[config.mk]
export PLATFORM = sky130hd
export DESIGN_NAME = jcp_top
export DESIGN_NICKNAME = d
export VERILOG_FILES = /design/src/rtl/jcp_top.v /design/src/rtl/jcp_sync.v /design/src/rtl/jcp_fifo.v
export VERILOG_INCLUDE_DIRS = /design/src /design/src/pkg
export SDC_FILE = /design/constraint.sdc
export NUM_CORES = 1
export LEC_CHECK = 0
export BUFFER_PORTS_ARGS = -buffer_cell sky130_fd_sc_hd__clkbuf_2
export CAP_MARGIN = 20
export CORE_ASPECT_RATIO = 0.7
export CORE_MARGIN = 2
export CORE_UTILIZATION = 54
export CTS_BUF_LIST = sky130_fd_sc_hd__clkbuf_8
export CTS_CLUSTER_DIAMETER = 50
export CTS_CLUSTER_SIZE = 14
export DETAILED_ROUTE_END_ITERATION = 10
export PLACE_DENSITY = 0.78
export REMOVE_ABC_BUFFERS = 1
export SLEW_MARGIN = 25
export SYNTH_ARGS = -nofsm -noshare
export SYNTH_HDL_FRONTEND = slang
export SYNTH_SLANG_ARGS = --single-unit
[constraint.sdc]
create_clock -name sys_clk -period 2.3 [get_ports sys_clk]
set_clock_uncertainty 0.05 [all_clocks]
set_input_delay 0.115 -clock sys_clk [delete_from_list [all_inputs] [get_ports sys_clk]]
set_output_delay 0.115 -clock sys_clk [all_outputs]
set_load 0.005 [all_outputs]
[src/pkg/jcp_regs.vh]
`ifndef JCP_REGS_VH
`define JCP_REGS_VH

// ==========================================
// Instruction register
`define JCP_IR_LEN 4
`define JCP_IR_EXTEST 4'h0
`define JCP_IR_SAMPLE 4'h5
`define JCP_IR_CONFIG 4'h2
`define JCP_IR_BYPASS 4'hf
// Fixed capture pattern, two low bits 01
`define JCP_IR_CAPTURE 4'h1

// ==========================================
// Configuration byte assembly
`define JCP_BYTE_LEN 8
`define JCP_BIT_CNT_W 3
`define JCP_BIT_LAST 3'h7

// ==========================================
// Input synchroniser lane positions
`define JCP_SY_TCK 0
`define JCP_SY_TMS 1
`define JCP_SY_TDI 2
`define JCP_SY_TRST 3
`define JCP_SY_CE 4
`define JCP_SY_RESTART 5
`define JCP_SY_CHIPRST 6
`define JCP_SY_GOE 7
`define JCP_SY_CTRL 8
// Reset value of the control lanes: active-low inputs idle high, except chip enable which resets low
`define JCP_SY_CTRL_RST 8'h68

`endif

[src/rtl/jcp_top.v]
`timescale 1ns/1ns
`include "jcp_regs.vh"

module jcp_top #(
	parameter PINS = 8
) (
	input wire sys_clk,
	input wire reset_n,
	input wire tck,
	input wire tms,
	input wire tdi,
	input wire trst_n,
	output reg tdo,
	output reg tdo_oe,
	input wire chip_enable_n,
	input wire config_restart_n,
	input wire chip_reset_n,
	input wire global_oe,
	output reg config_done_flag_out,
	output reg config_done_flag_oe,
	output reg error_status_out,
	output reg error_status_oe,
	output reg chain_enable_out_n,
	output wire [`JCP_BYTE_LEN-1:0] cfg_data,
	output wire cfg_valid,
	input wire cfg_ready,
	input wire cfg_ok,
	input wire cfg_err,
	input wire [PINS-1:0] pin_in,
	output reg [PINS-1:0] pin_out,
	output reg [PINS-1:0] pin_oe,
	input wire [PINS-1:0] core_out,
	input wire [PINS-1:0] core_oe
);
	// ==========================================
	// Controller states, one-hot
	localparam [15:0] S_RESET = 16'h0001;
	localparam [15:0] S_IDLE = 16'h0002;
	localparam [15:0] S_SEL_DR = 16'h0004;
	localparam [15:0] S_CAP_DR = 16'h0008;
	localparam [15:0] S_SH_DR = 16'h0010;
	localparam [15:0] S_EX1_DR = 16'h0020;
	localparam [15:0] S_PA_DR = 16'h0040;
	localparam [15:0] S_EX2_DR = 16'h0080;
	localparam [15:0] S_UP_DR = 16'h0100;
	localparam [15:0] S_SEL_IR = 16'h0200;
	localparam [15:0] S_CAP_IR = 16'h0400;
	localparam [15:0] S_SH_IR = 16'h0800;
	localparam [15:0] S_EX1_IR = 16'h1000;
	localparam [15:0] S_PA_IR = 16'h2000;
	localparam [15:0] S_EX2_IR = 16'h4000;
	localparam [15:0] S_UP_IR = 16'h8000;

	// ==========================================
	// Input synchronisation and test clock edges
	wire [`JCP_SY_CTRL+PINS-1:0] sy;
	wire tck_s;
	wire tms_s;
	wire tdi_s;
	wire trst_s;
	wire [PINS-1:0] pin_s;
	reg tck_d;
	wire tck_rise;
	wire tck_fall;

	jcp_sync #(
		.WIDTH(`JCP_SY_CTRL + PINS),
		.RESET_VAL({{PINS{1'b0}}, `JCP_SY_CTRL_RST})
	) u_sync (
		.sys_clk(sys_clk),
		.reset_n(reset_n),
		.async_in({pin_in, global_oe, chip_reset_n, config_restart_n, chip_enable_n,
			trst_n, tdi, tms, tck}),
		.sync_out(sy)
	);

	assign tck_s = sy[`JCP_SY_TCK];
	assign tms_s = sy[`JCP_SY_TMS];
	assign tdi_s = sy[`JCP_SY_TDI];
	assign trst_s = sy[`JCP_SY_TRST];
	assign pin_s = sy[`JCP_SY_CTRL+PINS-1:`JCP_SY_CTRL];

	always @(posedge sys_clk) begin
		if (!reset_n)
			tck_d <= 1'b0;
		else
			tck_d <= tck_s;
	end
	assign tck_rise = tck_s & ~tck_d;
	assign tck_fall = ~tck_s & tck_d;

	// ==========================================
	// Controller
	reg [15:0] state;
	reg [15:0] next_state;

	always @* begin
		case (state)
		S_RESET: next_state = tms_s ? S_RESET : S_IDLE;
		S_IDLE: next_state = tms_s ? S_SEL_DR : S_IDLE;
		S_SEL_DR: next_state = tms_s ? S_SEL_IR : S_CAP_DR;
		S_CAP_DR: next_state = tms_s ? S_EX1_DR : S_SH_DR;
		S_SH_DR: next_state = tms_s ? S_EX1_DR : S_SH_DR;
		S_EX1_DR: next_state = tms_s ? S_UP_DR : S_PA_DR;
		S_PA_DR: next_state = tms_s ? S_EX2_DR : S_PA_DR;
		S_EX2_DR: next_state = tms_s ? S_UP_DR : S_SH_DR;
		S_UP_DR: next_state = tms_s ? S_SEL_DR : S_IDLE;
		S_SEL_IR: next_state = tms_s ? S_RESET : S_CAP_IR;
		S_CAP_IR: next_state = tms_s ? S_EX1_IR : S_SH_IR;
		S_SH_IR: next_state = tms_s ? S_EX1_IR : S_SH_IR;
		S_EX1_IR: next_state = tms_s ? S_UP_IR : S_PA_IR;
		S_PA_IR: next_state = tms_s ? S_EX2_IR : S_PA_IR;
		S_EX2_IR: next_state = tms_s ? S_UP_IR : S_SH_IR;
		S_UP_IR: next_state = tms_s ? S_SEL_DR : S_IDLE;
		default: next_state = S_RESET;
		endcase
	end

	// ==========================================
	// Instruction and data registers
	reg [`JCP_IR_LEN-1:0] ir_shift;
	reg [`JCP_IR_LEN-1:0] ir;
	reg bypass_bit;
	reg [PINS-1:0] bsr;
	reg [PINS-1:0] bsr_upd;
	reg [`JCP_BYTE_LEN-1:0] cfg_shift;
	reg [`JCP_BIT_CNT_W-1:0] bit_cnt;
	reg byte_push;
	reg configuring;
	reg done;
	reg err;
	wire ce_s;
	wire restart_s;
	wire sel_bsr;
	wire sel_cfg;
	wire byte_ready;

	assign ce_s = sy[`JCP_SY_CE];
	assign restart_s = sy[`JCP_SY_RESTART];
	// Scan instructions are refused while loading, so a stray test cannot corrupt it
	assign sel_bsr = (ir == `JCP_IR_EXTEST || ir == `JCP_IR_SAMPLE) && !configuring;
	assign sel_cfg = (ir == `JCP_IR_CONFIG) && configuring;

	always @(posedge sys_clk) begin
		if (!reset_n) begin
			state <= S_RESET;
			ir_shift <= `JCP_IR_BYPASS;
			ir <= `JCP_IR_BYPASS;
			bypass_bit <= 1'b0;
			bsr <= {PINS{1'b0}};
			bsr_upd <= {PINS{1'b0}};
			cfg_shift <= {`JCP_BYTE_LEN{1'b0}};
			bit_cnt <= {`JCP_BIT_CNT_W{1'b0}};
			byte_push <= 1'b0;
		end else if (!trst_s) begin
			// Level acts without any test clock edge
			state <= S_RESET;
			ir <= `JCP_IR_BYPASS;
			bsr_upd <= {PINS{1'b0}};
			bit_cnt <= {`JCP_BIT_CNT_W{1'b0}};
			byte_push <= 1'b0;
		end else begin
			byte_push <= 1'b0;
			if (tck_rise) begin
				state <= next_state;
				case (state)
				S_RESET: ir <= `JCP_IR_BYPASS;
				S_CAP_IR: ir_shift <= `JCP_IR_CAPTURE;
				S_SH_IR: ir_shift <= {tdi_s, ir_shift[`JCP_IR_LEN-1:1]};
				S_UP_IR: ir <= ir_shift;
				S_CAP_DR: begin
					bypass_bit <= 1'b0;
					bit_cnt <= {`JCP_BIT_CNT_W{1'b0}};
					if (sel_bsr)
						bsr <= pin_s;
				end
				S_SH_DR: begin
					// Single flop echo of TDI for bypass and config
					bypass_bit <= tdi_s;
					if (sel_bsr)
						bsr <= {tdi_s, bsr[PINS-1:1]};
					if (sel_cfg) begin
						cfg_shift <= {tdi_s, cfg_shift[`JCP_BYTE_LEN-1:1]};
						bit_cnt <= bit_cnt + 1'b1;
						byte_push <= (bit_cnt == `JCP_BIT_LAST);
					end
				end
				S_UP_DR: if (sel_bsr) bsr_upd <= bsr;
				default: ;
				endcase
			end
		end
	end

	// ==========================================
	// Serial output, data changes on falling edges only; enable also drops when not shifting
	wire shifting;
	assign shifting = (state == S_SH_DR) || (state == S_SH_IR);

	always @(posedge sys_clk) begin
		if (!reset_n) begin
			tdo <= 1'b0;
			tdo_oe <= 1'b0;
		end else if (tck_fall) begin
			tdo_oe <= shifting;
			if (state == S_SH_IR)
				tdo <= ir_shift[0];
			else if (sel_bsr)
				tdo <= bsr[0];
			else
				tdo <= bypass_bit;
		end else if (!shifting) begin
			tdo_oe <= 1'b0;
		end
	end

	// ==========================================
	// Configuration byte buffer
	jcp_fifo #(
		.WIDTH(`JCP_BYTE_LEN)
	) u_fifo (
		.sys_clk(sys_clk),
		.reset_n(reset_n),
		.in_data(cfg_shift),
		.in_valid(byte_push),
		.in_ready(byte_ready),
		.out_data(cfg_data),
		.out_valid(cfg_valid),
		.out_ready(cfg_ready)
	);

	// ==========================================
	// Configuration status
	wire start_cfg;
	wire overrun;
	assign start_cfg = tck_rise && trst_s && state == S_UP_IR && ir_shift == `JCP_IR_CONFIG
		&& !ce_s && restart_s && !done;
	// A byte with no room is lost; flagged since the cable cannot be stalled
	assign overrun = byte_push && !byte_ready;

	always @(posedge sys_clk) begin
		if (!reset_n) begin
			configuring <= 1'b0;
			done <= 1'b0;
			err <= 1'b0;
		end else begin
			if (!restart_s) begin
				configuring <= 1'b0;
				done <= 1'b0;
			end else if (start_cfg) begin
				configuring <= 1'b1;
			end else if (configuring && cfg_ok && !cfg_err) begin
				configuring <= 1'b0;
				done <= 1'b1;
			end
			// Error set wins over a restart clear in the same cycle
			if (configuring && (cfg_err || overrun))
				err <= 1'b1;
			else if (!restart_s || start_cfg)
				err <= 1'b0;
		end
	end

	always @(posedge sys_clk) begin
		if (!reset_n) begin
			config_done_flag_out <= 1'b0;
			config_done_flag_oe <= 1'b1;
			error_status_out <= 1'b0;
			error_status_oe <= 1'b0;
			chain_enable_out_n <= 1'b1;
		end else begin
			config_done_flag_out <= 1'b0;
			config_done_flag_oe <= ~done;
			error_status_out <= 1'b0;
			error_status_oe <= err;
			chain_enable_out_n <= ~done;
		end
	end

	// ==========================================
	// User pins
	wire chip_rst_s;
	wire goe_s;
	wire extest_on;
	assign chip_rst_s = sy[`JCP_SY_CHIPRST];
	assign goe_s = sy[`JCP_SY_GOE];
	assign extest_on = (ir == `JCP_IR_EXTEST) && !configuring;

	always @(posedge sys_clk) begin
		if (!reset_n) begin
			pin_out <= {PINS{1'b0}};
			pin_oe <= {PINS{1'b0}};
		end else if (configuring) begin
			pin_out <= {PINS{1'b0}};
			pin_oe <= {PINS{1'b0}};
		end else if (extest_on) begin
			// Chip reset and global enable deliberately ignored here
			pin_out <= bsr_upd;
			pin_oe <= {PINS{1'b1}};
		end else if (done && chip_rst_s && goe_s) begin
			pin_out <= core_out;
			pin_oe <= core_oe;
		end else begin
			pin_out <= {PINS{1'b0}};
			pin_oe <= {PINS{1'b0}};
		end
	end
endmodule

[src/rtl/jcp_sync.v]
`timescale 1ns/1ns
// ==========================================
// Two flip-flop synchroniser, one per bit
module jcp_sync #(
	parameter WIDTH = 8,
	parameter [WIDTH-1:0] RESET_VAL = {WIDTH{1'b0}}
) (
	input wire sys_clk,
	input wire reset_n,
	input wire [WIDTH-1:0] async_in,
	output wire [WIDTH-1:0] sync_out
);
	genvar i;
	generate
		for (i = 0; i < WIDTH; i = i + 1) begin : g_bit
			reg meta;
			reg stable;
			// First stage feeds only the second
			always @(posedge sys_clk) begin
				if (!reset_n) begin
					meta <= RESET_VAL[i];
					stable <= RESET_VAL[i];
				end else begin
					meta <= async_in[i];
					stable <= meta;
				end
			end
			assign sync_out[i] = stable;
		end
	endgenerate
endmodule

[src/rtl/jcp_fifo.v]
`timescale 1ns/1ns
// ==========================================
// Two-entry buffer, head and tail registers
module jcp_fifo #(
	parameter WIDTH = 8
) (
	input wire sys_clk,
	input wire reset_n,
	input wire [WIDTH-1:0] in_data,
	input wire in_valid,
	output wire in_ready,
	output reg [WIDTH-1:0] out_data,
	output reg out_valid,
	input wire out_ready
);
	reg [WIDTH-1:0] tail;
	reg tail_valid;
	wire push;
	wire pop;

	// Ready only from a flop, so the writer never sees a combinational path
	assign in_ready = ~tail_valid;
	assign push = in_valid & in_ready;
	assign pop = out_valid & out_ready;

	always @(posedge sys_clk) begin
		if (!reset_n) begin
			out_data <= {WIDTH{1'b0}};
			out_valid <= 1'b0;
			tail <= {WIDTH{1'b0}};
			tail_valid <= 1'b0;
		end else if (pop || !out_valid) begin
			if (tail_valid) begin
				out_data <= tail;
				out_valid <= 1'b1;
				tail <= in_data;
				tail_valid <= push;
			end else begin
				out_data <= in_data;
				out_valid <= push;
			end
		end else if (push) begin
			tail <= in_data;
			tail_valid <= 1'b1;
		end
	end
endmodule

Word-level counts from Yosys, hierarchy flattened

Cells that the tools add are included.
Widths: inputs -> output; s select.

Flip-flop bits (word level): 127
Input bits: 37
Output and inout bits: 32
Logic and storage cells: 181

Add/subtract/negate cells: 1
Eq/ne operators: 25
Multiplexer cells: 41
Bitwise operators: 10
Reduce and logical (&&, ||, !) cells: 49

Operators with widths:

| cell                 | number |
|---|---|
| $pmux 16 s12         | 1 |
| $mux 8               | 11 |
| $mux 16              | 2 |
| $mux 9               | 2 |
| $eq 16x1->1 const B  | 1 |
| $eq 16x10->1 const B | 1 |
| $eq 16x11->1 const B | 1 |
| $eq 16x12->1 const B | 1 |
| $eq 16x13->1 const B | 1 |
| $eq 16x14->1 const B | 1 |
| $eq 16x15->1 const B | 1 |
| $eq 16x16->1 const B | 1 |
| $eq 16x2->1 const B  | 1 |
| $eq 16x3->1 const B  | 1 |
| $eq 16x4->1 const B  | 1 |
| $eq 16x5->1 const B  | 1 |
| $eq 16x6->1 const B  | 1 |
| $eq 16x7->1 const B  | 1 |
| $eq 16x8->1 const B  | 1 |
| $eq 16x9->1 const B  | 1 |
| $pmux 4 s2           | 2 |
| $pmux 8 s2           | 1 |
| $logic_and 1x1->1    | 15 |
| $mux 15              | 1 |
| other kinds (27)     | 75 |

Depth between registers and ports, before layout

Gate-level depths: netlist of the first run.

Depth in word-level cells: 11
Mapped depth: 7

Cells and area by module

From an unflattened synthesis of the first run, not the netlist that was laid out.

Cell total of the unflattened synthesis: 585
Area total of the unflattened synthesis: 5427.7 µm²

Modules (own cells, without submodules):

| module   | times used | cells each | area each (µm²) | seq. area each (µm²) |
|---|---|---|---|---|
| jcp_top  | 1          | 423        | 3669.8          | 1541.5 |
| jcp_sync | 1          | 83         | 978.4           | 640.6 |
| jcp_fifo | 1          | 79         | 779.5           | 360.3 |

Worst setup path before layout of the first run

Ideal clock, no wire load.

Path type: flip-flop to flip-flop
Start point: reg state[12]
End point: reg ir_shift[1]
Arrival: 2.004 ns
Required time: 2.109 ns
Setup slack: 0.106 ns
Cell stages (with the launch flop): 7
Clock period less this slack: 2.194 ns
Cells stage by stage: dfxtp_1 buf_6 or4_4 or4_4 or3_4 nand2_1 o211ai_1

Longest elaborated chain between the ends: 3
Elaborated cells on any way between the ends: 5

Ends and longest elaborated chain:

| what                                                | line          | text |
|---|---|---|
| from (decl)                                         | jcp_top.v:94  | `reg [15:0] state;` |
| from (signal assigned)                              | jcp_top.v:165 | `state <= next_state;` |
| $eq 16x12->1 / $eq 16x11->1 (equally long branches) | jcp_top.v:166 | `case (state)` |
| $reduce_bool 2->1 (no source line)                  | --            |  |
| $reduce_and 3->1 (no source line)                   | --            |  |
| to (signal assigned)                                | jcp_top.v:147 | `` ir_shift <= `JCP_IR_BYPASS; `` |
| to (signal assigned)                                | jcp_top.v:168 | `` S_CAP_IR: ir_shift <= `JCP_IR_CAPTURE; `` |
| to (signal assigned)                                | jcp_top.v:169 | `` S_SH_IR: ir_shift <= {tdi_s, ir_shift[`JCP_IR_LEN-1:1]}; `` |
| to (decl)                                           | jcp_top.v:121 | `` reg [`JCP_IR_LEN-1:0] ir_shift; `` |

Parallel ways exist; a longest one is shown, timed or not.
A chain may end at the register's enable or synchronous reset.

Worst setup path in the final report of the first run

Start point: reg state[5]
End point: reg ir_shift[2]

The elaborated chain is that of the path after synthesis.

==> results of run 1 <==
[critical path: stages, from the launching register on]
cell      delay, ps
dfxtp_1         410
or4_4           600
or4_4           460
or3_4           400
nand2_1          90
o211ai_1        100
[per-layer routing]
| metal | track usage | part of all wire |
|---|---|---|
| met1 | 0.3370 | 0.45 |
| met5 | 0 | 0 |
| met4 | 0.08245 | 0.015 |
| met2 | 0.4145 | 0.45 |
| met3 | 0.08511 | 0.081 |
[through the flow]
stage / hold WS, ps / cells
2_1_floorplan: 134.1 / 525
3_3_place_gp: 248.4 / 753
3_5_place_dp: 262.2 / 753
4_1_cts: 132.3 / 821
5_1_grt: 163.4 / 821
6_report: 142.8 / 821
[cell usage in the layout, fill, tap and decap left out, types with 8 or more instances in the layout]
cell	count
clkbuf_8	18
o211a_1	8
dfxtp_1	126
nand2_1	74
nor3_1	9
mux2i_1	33
and2_1	30
nand3_1	14
dlygate4sd3_1	36
clkbuf_2	66
nand2b_1	12
a21oi_1	39
nor2_1	29
a31oi_1	10
nor2b_1	18
o21ai_0	24
buf_4	38
[sequential cells by signal, summed over array words and instances (netlist names), 8 cells and up]
signal / flops
state: 16
u_sync.g_bit.meta: 16
u_sync.g_bit.stable: 16
bsr: 8
bsr_upd: 8
cfg_shift: 8
pin_oe: 8
pin_out: 8
u_fifo.out_data: 8
u_fifo.tail: 8
[power by group through the flow]
| stage | Clock [W] | Combinational (W) | Sequential, W |
|---|---|---|---|
| floorplan | 0 | 0.0000672 | 0.00229 |
| global placement | 0 | 0.000147 | 0.00229 |
| detailed placement | 0 | 0.000150 | 0.00229 |
| CTS | 0.00192 | 0.000198 | 0.00224 |
| global route | 0.00202 | 0.000221 | 0.00224 |
| finish | 0.00190 | 0.000204 | 0.00224 |
[worst max path at each step]
stage / slack, ps / start / end / depth (start not counted)
after floorplan: 140 / state[12] / tdo / 4
after global placement: 100 / state[0] / bsr_upd[3] / 6
after detailed placement: 60 / state[0] / ir_shift[2] / 5
after CTS: 20 / state[0] / ir_shift[2] / 5
after global routing: -10 / state[6] / ir_shift[1] / 6
final: 60 / state[5] / ir_shift[2] / 5
[timing repair]
item | CTS | global route
endpoints found under the hold margin | 35 | 0
hold buffers | 36 | 0
gates resized for setup | 0 | 8
endpoints found under the setup margin | 0 | 27
[area by class of cell]
type | count | area share
clock inverter | 14 | 0.02161
inverter | 6 | 0.003443
tap | 124 | 0.02372
sequential | 127 | 0.3889
timing repair buffer | 140 | 0.1492
multi-input combinational | 392 | 0.3753
clock buffer | 18 | 0.03787
[cell families after synthesis]
logic type      share of synthesized area
compound gates                     0.1170
other cells                     0.0007278
buf+inv                           0.03909
simple gates                       0.2654
mux                               0.06411
xor+xnor                          0.01530
fa+ha+maj                        0.004856
flops                              0.4934
==> impl_metrics.toml, run 1 <==
[cts]
cts_made_buffers = 17
clk-insertion-delay-late_ps = 440
clk_pin_slew_ps = 80
h-tree-depth = 4
cts_root_buffer = "clkbuf_8"
postCtsSetupBuffers = 0
clockBufferDepth = 2
cts_sinks = 127
cts_tree = "done"

[timing]
hold_violations = 0
setup_violations = 0
slew_violations = 0
tns_ps = 0
clock.fmax_mhz = 446.5
worst_pin_slew_ps = 663.5
slew_headroom = 0.5577
layout_worst_path_cycle_share = 0.9737
finalCriticalPeriod_ps = 2240
fin_ws_ps = 60.38

[pwr]
switching_share = 0.2363
power_frac_clock = 0.438
p_leak_nw = 2.784
internal_power_w = 0.003320
combPwrFrac = 0.047
peakVddDrop_mv = 0.5153
power_density_nw_per_um2 = 664.6
total_power_w = 0.004348
seqPwrFrac = 0.515
p_sw_w = 0.001027

[finish]
fillers = 666
antenna_cells = 0
multiInputGateArea_um2 = 2455
finalNetCount = 723
syn_to_final_growth_pct = 26.95
ff_latch_area_um2 = 2544
final_layout_size_suffix_gt1_frac = 0.2253
final_cell_area_um2 = 6541
post-route-util = 0.7126

[setup_path]
setup.worst_path.start_class = "flip-flop"
crit_fanout = 9
endpoint_kind = "flip-flop"
timing.rr.end = "ir_shift[2]"
critPathRequiredTime_ps = 2560
cp.arrival_ps = 2500
r2r-start = "state[5]"
crit_type = "reg2reg"
worst_r2r_path_depth = 5
r2r_setup_slack_ps = 60

[global_routing]
grt_max_degree = 37
antenna_found_initial = 0
grt_pass1_wl_um = 20740
grt_overflow_total = 0
grt_use_total = 0.2598
grt_pass1_vias = 4296

[run_status]
status = "complete, no violations"

[worst_hold_path]
min_to = "bsr[5]"
hold_start = "reset_n"
hold_path_depth = 3
min_path_type = "in2reg"

[yosys]
netlist_top_cells_area = "dfxtp_1 49%, mux2i_1 6.4%, nand2_1 5.4%, a21oi_1 3.8%, and2_1 3.6%"
synth_edf_count = 0
synthMostInstantiatedCell = "dfxtp_1"
synth-async-reset-ratio = 0
syn_inst = 564
yosysTopAreaCell = "dfxtp_1"
ys_seq_area_frac = 0.4934
synth_area_per_cell_um2 = 9.136
yosys_most_used_dff = "dfxtp_1"
synth_common_cells = "127 x dfxtp_1, 74 x nand2_1, 39 x a21oi_1"
synth_top_cell_area_share = 0.4934
synth-seq-cells = 127
synth.distinct_cells = 59
netlist_area_um2 = 5152
ys_warn_count = 0

[detailed_routing]
drc = 0
num_vias = 4463
via_per_inst = 5.436
dr.pass1.iters = 5
routed_wl_um = 13080
ant_nets = 0
drt-initial-drc-count = 377
wire_per_inst_um = 15.93

[floorplanning]
core.rowCount = 29
core_um2 = 9180
dieArea_um2 = 10350
fp.dieW_um = 120.8
start_util = 0.5613
io_pins = 69
die_y_um = 85.73

[placement]
place.gp.congestion = 0.9629
place.port_buffers = 66
pre_cts_ws_ps = 55.22
dp_hpwl_um = 8650
place_area_um2 = 5748

[run]
drv_cap = 0
No activity file was read; power rests on OpenSTA's default activity.
==> run 2, diff against run 1 <==
--- a/config.mk
+++ b/config.mk
@@ -6,7 +6,7 @@
 export SDC_FILE = /design/constraint.sdc
 export NUM_CORES = 1
 export LEC_CHECK = 0
-export BUFFER_PORTS_ARGS = -buffer_cell sky130_fd_sc_hd__clkbuf_2
+export BUFFER_PORTS_ARGS = -buffer_cell sky130_fd_sc_hd__buf_4
 export CAP_MARGIN = 20
 export CORE_ASPECT_RATIO = 0.7
 export CORE_MARGIN = 2
@@ -16,7 +16,6 @@
 export CTS_CLUSTER_SIZE = 14
 export DETAILED_ROUTE_END_ITERATION = 10
 export PLACE_DENSITY = 0.78
-export REMOVE_ABC_BUFFERS = 1
 export SLEW_MARGIN = 25
 export SYNTH_ARGS = -nofsm -noshare
 export SYNTH_HDL_FRONTEND = slang
==> run 2 against run 1 <==
- count of clock-buffer cells in the layout down 1
- flip-flop and latch count unchanged
- sequential power about the same
- routed wire length down 2.7%
- critical endpoint unchanged
- die area unchanged
- hold slack better by 39 ps
- worst setup slack better by 27 ps
- largest power group unchanged
- core utilization up 1.1 points
- power up 0.71%
==> impl_metrics.toml, run 2 (same netlist as run 1, synthesis figures left out) <==
[run_status]
status = "complete, no violations"

[setup_path]
startpoint = "state[15]"
critPathRequiredTime_ps = 2560
path_buf_inv = 0
crit_type = "reg2reg"
crit_family = "simple AND/OR/NAND/NOR gates"
r2r_setup_slack_ps = 90
timing.rr.end = "ir_shift[2]"
slowest_stage = "or4_4"
critPathMostFrequentCell = "or4_4"
max_stage_delay_ps = 590
setup.worst_path.start_class = "flip-flop"
crit_fanout = 6
cp.arrival_ps = 2470
endpoint_kind = "flip-flop"
r2r-start = "state[15]"
worst_r2r_path_depth = 5
path_cells = "or4_4 > or4_4 > or3_4 > nand2_1 > o211ai_1"

[cts]
clk-insertion-delay-late_ps = 440
cts_tree = "done"
clk_pin_slew_ps = 80
postCtsSetupBuffers = 0
cts_root_buffer = "clkbuf_8"
cts_sinks = 127
h-tree-depth = 4
clockBufferDepth = 2
cts_made_buffers = 17

[timing]
worst_pin_slew_ps = 655.2
fin_ws_ps = 87.04
slew_headroom = 0.5632
hold_violations = 0
slew_violations = 0
setup_violations = 0
rsz0062_at_grt = "false"
finalCriticalPeriod_ps = 2213
whs_ps = 182.3
tns_ps = 0
clock.fmax_mhz = 451.9
layout_worst_path_cycle_share = 0.9622

[finish]
finalNetCount = 715
syn_to_final_growth_pct = 28.90
final_layout_size_suffix_gt1_frac = 0.2134
antenna_cells = 0
instances_no_fill = 813
mostFrequentLayoutCell = "dfxtp_1"
mostFrequentLayoutCells = "125 x dfxtp_1, 95 x buf_4, 74 x nand2_1"
top_regs = "state x16, u_sync.g_bit.meta x16, u_sync.g_bit.stable x16"

[worst_hold_path]
hold_start = "cfg_ready"
min_to = "u_fifo.tail_valid"
min_path_type = "in2reg"
hold_path_depth = 4

[pwr]
switching_share = 0.2404
p_leak_nw = 2.784
seqPwrFrac = 0.511
total_power_w = 0.004379
power_density_nw_per_um2 = 659.3
peakVddDrop_mv = 0.6045
internal_power_w = 0.003326
combPwrFrac = 0.049
power_frac_clock = 0.440
p_sw_w = 0.001053

[detailed_routing]
ant_nets = 0
wire_per_inst_um = 15.65
via_per_inst = 5.384
drt-initial-drc-count = 368
routed_wl_um = 12730
num_vias = 4377
dr.pass1.iters = 4
drc = 0

[placement]
pre_cts_ws_ps = -6.099
place.gp.congestion = 0.9769
dp_hpwl_um = 8523
place.port_buffers = 66
place_inst = 744

[global_routing]
grt_pass1_wl_um = 20790
grt_max_degree = 58
grt_overflow_total = 0
grt_pass1_vias = 4280
grt_use_total = 0.2580
antenna_found_initial = 0

[floorplanning]
core.rowCount = 29
start_util = 0.5613
fp.dieW_um = 120.8
die_y_um = 85.73
core_um2 = 9180
io_pins = 69
dieArea_um2 = 10350

[run]
drv_cap = 0
==> run 2: cell count changes in the layout (fill, tap and decap cells not counted), moves of 2 or more <==
| cell | change |
|---|---|
| buf_4 | +57 |
| clkinv_2 | -3 |
| clkbuf_2 | -66 |
| inv_8 | +2 |
==> run 2: repair_timing <==
action,in CTS,in global routing
gates cloned,0,0
pin swaps,0,1
hold buffers,37,0
gates resized for setup,1,6
hold endpoints to repair,45,0
endpoints found under the setup margin,1,5
==> run 2: per-layer routing <==
| layer | track usage | share of wire | vias up |
|---|---|---|---|
| met5 | 0 | 0 | - |
| met4 | 0.1068 | 0.014 | 0 |
| met3 | 0.05851 | 0.044 | 14 |
| met2 | 0.4109 | 0.47 | 104 |
| met1 | 0.3414 | 0.47 | 2070 |
| li1 | - | - | 2189 |
==> run 2: final cells by class <==
cell class	count	area [um^2]
fill	652	2539
timing repair buffer	132	1084
multi-input combinational	392	2440
tap	124	155.1
clock buffer	17	234.0
inverter	6	22.52
clock inverter	15	161.4
sequential	127	2545
==> run 2: worst max path at each step <==
stage / end / slack [ps] / cells after the start
6_report: ir_shift[2] / 90 / 5
3_3_place_gp: ir_shift[2] / 90 / 5
5_1_grt: bsr_upd[3] / 8 / 6
4_1_cts: ir_shift[2] / 50 / 5
3_5_place_dp: ir_shift[2] / -6 / 5
2_1_floorplan: ir_shift[1] / 110 / 6
==> run 2: worst register-to-register path, cell delays in order (launching register included) <==
cell and delay [ps]:
dfxtp_1 320, or4_4 590, or4_4 560, or3_4 390
nand2_1 80, o211ai_1 90
==> run 2: power by group through the flow <==
stage / Combinational, W / Sequential [W] / Clock, W
after floorplan: 0.0000914 / 0.00228 / 0
after global placement: 0.000155 / 0.00229 / 0
after detailed placement: 0.000158 / 0.00229 / 0
after CTS: 0.000210 / 0.00224 / 0.00195
after global routing: 0.000232 / 0.00224 / 0.00204
final: 0.000214 / 0.00224 / 0.00192
==> run 2: through the flow <==
stage / utilization / area [um^2]
after floorplan: - / 5156
after global placement: 0.6368 / 5846
after detailed placement: 0.6368 / 5846
after CTS: 0.7211 / 6620
after global routing: 0.7235 / 6641
final: 0.7235 / 6641
==> run 3, diff against run 2 <==
--- a/config.mk
+++ b/config.mk
@@ -6,6 +6,7 @@
 export SDC_FILE = /design/constraint.sdc
 export NUM_CORES = 1
 export LEC_CHECK = 0
+export ABC_AREA = 0
 export BUFFER_PORTS_ARGS = -buffer_cell sky130_fd_sc_hd__buf_4
 export CAP_MARGIN = 20
 export CORE_ASPECT_RATIO = 0.7
@@ -16,6 +17,7 @@
 export CTS_CLUSTER_SIZE = 14
 export DETAILED_ROUTE_END_ITERATION = 10
 export PLACE_DENSITY = 0.78
+export REMOVE_ABC_BUFFERS = 1
 export SLEW_MARGIN = 25
 export SYNTH_ARGS = -nofsm -noshare
 export SYNTH_HDL_FRONTEND = slang
==> run 3 against run 2 <==
- first-iteration DRC count grew 2.2%
- non-clock buffer count grew 10
- sequential power is essentially flat
- largest cell class unchanged
==> impl_metrics.toml, run 3 (same netlist as run 1, synthesis figures left out) <==
[run_status]
status = "complete, no violations"

[detailed_routing]
ant_nets = 0
drc = 0
via_per_inst = 5.569
wire_per_inst_um = 16.33
drt-initial-drc-count = 376
routed_wl_um = 13440
dr.pass1.iters = 5
num_vias = 4583

[placement]
pre_cts_ws_ps = 67.20
place.port_buffers = 66
place_inst = 753
dp_hpwl_um = 8761
place.gp.congestion = 0.9310

[floorplanning]
fp.dieW_um = 120.8
core.rowCount = 29
core_um2 = 9180
start_util = 0.5613
dieArea_um2 = 10350
io_pins = 69
die_y_um = 85.73

[setup_path]
setup.worst_path.end = "state[14]"
crit_type = "reg2reg"
startpoint = "u_sync.g_bit[0].stable"
cp.arrival_ps = 2550
endpoint_kind = "flip-flop"
critPathRequiredTime_ps = 2610
crit_fanout = 5
timing.rr.end = "state[14]"
setup.worst_path.start_class = "flip-flop"
worst_r2r_path_depth = 5
r2r_setup_slack_ps = 70
r2r-start = "u_sync.g_bit[0].stable"

[cts]
clk-insertion-delay-late_ps = 440
clockBufferDepth = 2
cts_root_buffer = "clkbuf_8"
cts_tree = "done"
clk_pin_slew_ps = 70
cts_sinks = 127
h-tree-depth = 4
cts_made_buffers = 17

[timing]
whs_ps = 29.47
slew_violations = 0
slew_headroom = 0.5898
clock.fmax_mhz = 447.9
worst_pin_slew_ps = 609.6
rsz0062_at_grt = "true"
fin_ws_ps = 67.49
layout_worst_path_cycle_share = 0.9707
setup_violations = 0
finalCriticalPeriod_ps = 2233
hold_violations = 0

[global_routing]
antenna_found_initial = 0
grt_overflow_total = 0
grt_max_degree = 37
grt_pass1_vias = 4403
grt_pass1_wl_um = 21600
grt_use_total = 0.2700

[worst_hold_path]
min_path_type = "in2reg"

[finish]
instances_no_fill = 823
final_layout_size_suffix_gt1_frac = 0.2275
top_regs = "state x16, u_sync.g_bit.meta x16, u_sync.g_bit.stable x16"
fillers = 622
finalNetCount = 725
syn_to_final_growth_pct = 32.20
mostFrequentLayoutCells = "122 x dfxtp_1, 105 x buf_4, 74 x nand2_1"
antenna_cells = 0
mostFrequentLayoutCell = "dfxtp_1"

[run]
drv_cap = 0

[pwr]
p_leak_nw = 2.880
power_density_nw_per_um2 = 711.5
peakVddDrop_mv = 0.6639
==> run 3: cell types whose count changed in the layout (fill, tap and decap cells not counted), moves of 2 or more <==
cell,before,now
buf_4,95,105
clkbuf_8,17,19
nor4b_2,2,0
bufinv_16,2,6
inv_8,2,0
dfxtp_1,125,122
dfxtp_2,2,5
nor4b_1,2,4
==> run 3: critical path, cell delays in order, from the launching register on <==
cell and delay (ps):
dfxtp_1 380, nor2b_1 450, and2_0 390, or3b_1 400, or3_1 370, a21oi_1 140
==> run 3: per-layer routing <==
metal  track usage  part of all wire
met1        0.3500              0.45
met2        0.4330              0.46
met3       0.09973             0.080
met4       0.06342             0.012
met5             0                 0
==> run 3: area by class of cell <==
cell class / count / area (um^2) / area share
clock inverters: 13 / 234.0 / 0.03435
multi-input cells: 392 / 2431 / 0.3569
clock buffers: 19 / 261.5 / 0.03839
well taps: 124 / 155.1 / 0.02278
flip-flops and latches: 127 / 2549 / 0.3742
inverters: 6 / 22.52 / 0.003306
repair buffers: 142 / 1159 / 0.1701
==> run 3: worst min path at each step <==
| stage | startpoint | to | depth (start not counted) |
|---|---|---|---|
| after floorplan | reset_n | chain_enable_out_n | 1 |
| after global placement | config_restart_n | u_sync.g_bit[5].meta | 2 |
| after detailed placement | trst_n | u_sync.g_bit[3].meta | 2 |
| after CTS | cfg_ok | done | 3 |
| after global routing | cfg_ok | done | 3 |
| final | cfg_ok | done | 3 |
==> run 3: metrics by stage <==
stage | area, um^2 | power [W] | utilization | setup TNS, ps
after floorplan | 4977 | 0.002352 | - | 0
after global placement | 5913 | 0.002450 | 0.6441 | 0
after detailed placement | 5913 | 0.002455 | 0.6441 | 0
after global routing | 6812 | 0.004982 | 0.7420 | -10.15
final | 6812 | 0.004846 | 0.7420 | 0
after CTS | 6779 | 0.004844 | 0.7384 | 0
==> run 3: what timing repair did <==
| action | 4_1_cts | 5_1_grt |
|---|---|---|
| buffers inserted | 0 | 1 |
| endpoints found under the hold margin | 38 | 0 |
| gates resized for setup | 0 | 8 |
| setup endpoints to repair | 0 | 17 |
| hold buffers | 37 | 0 |
==> run 3: power breakdown <==
group / total, W / switching, W / internal (W)
Combinational: 0.000224 / 0.0000986 / 0.000125
Sequential: 0.00224 / 0.0000132 / 0.00223
Clock: 0.00238 / 0.000919 / 0.00146
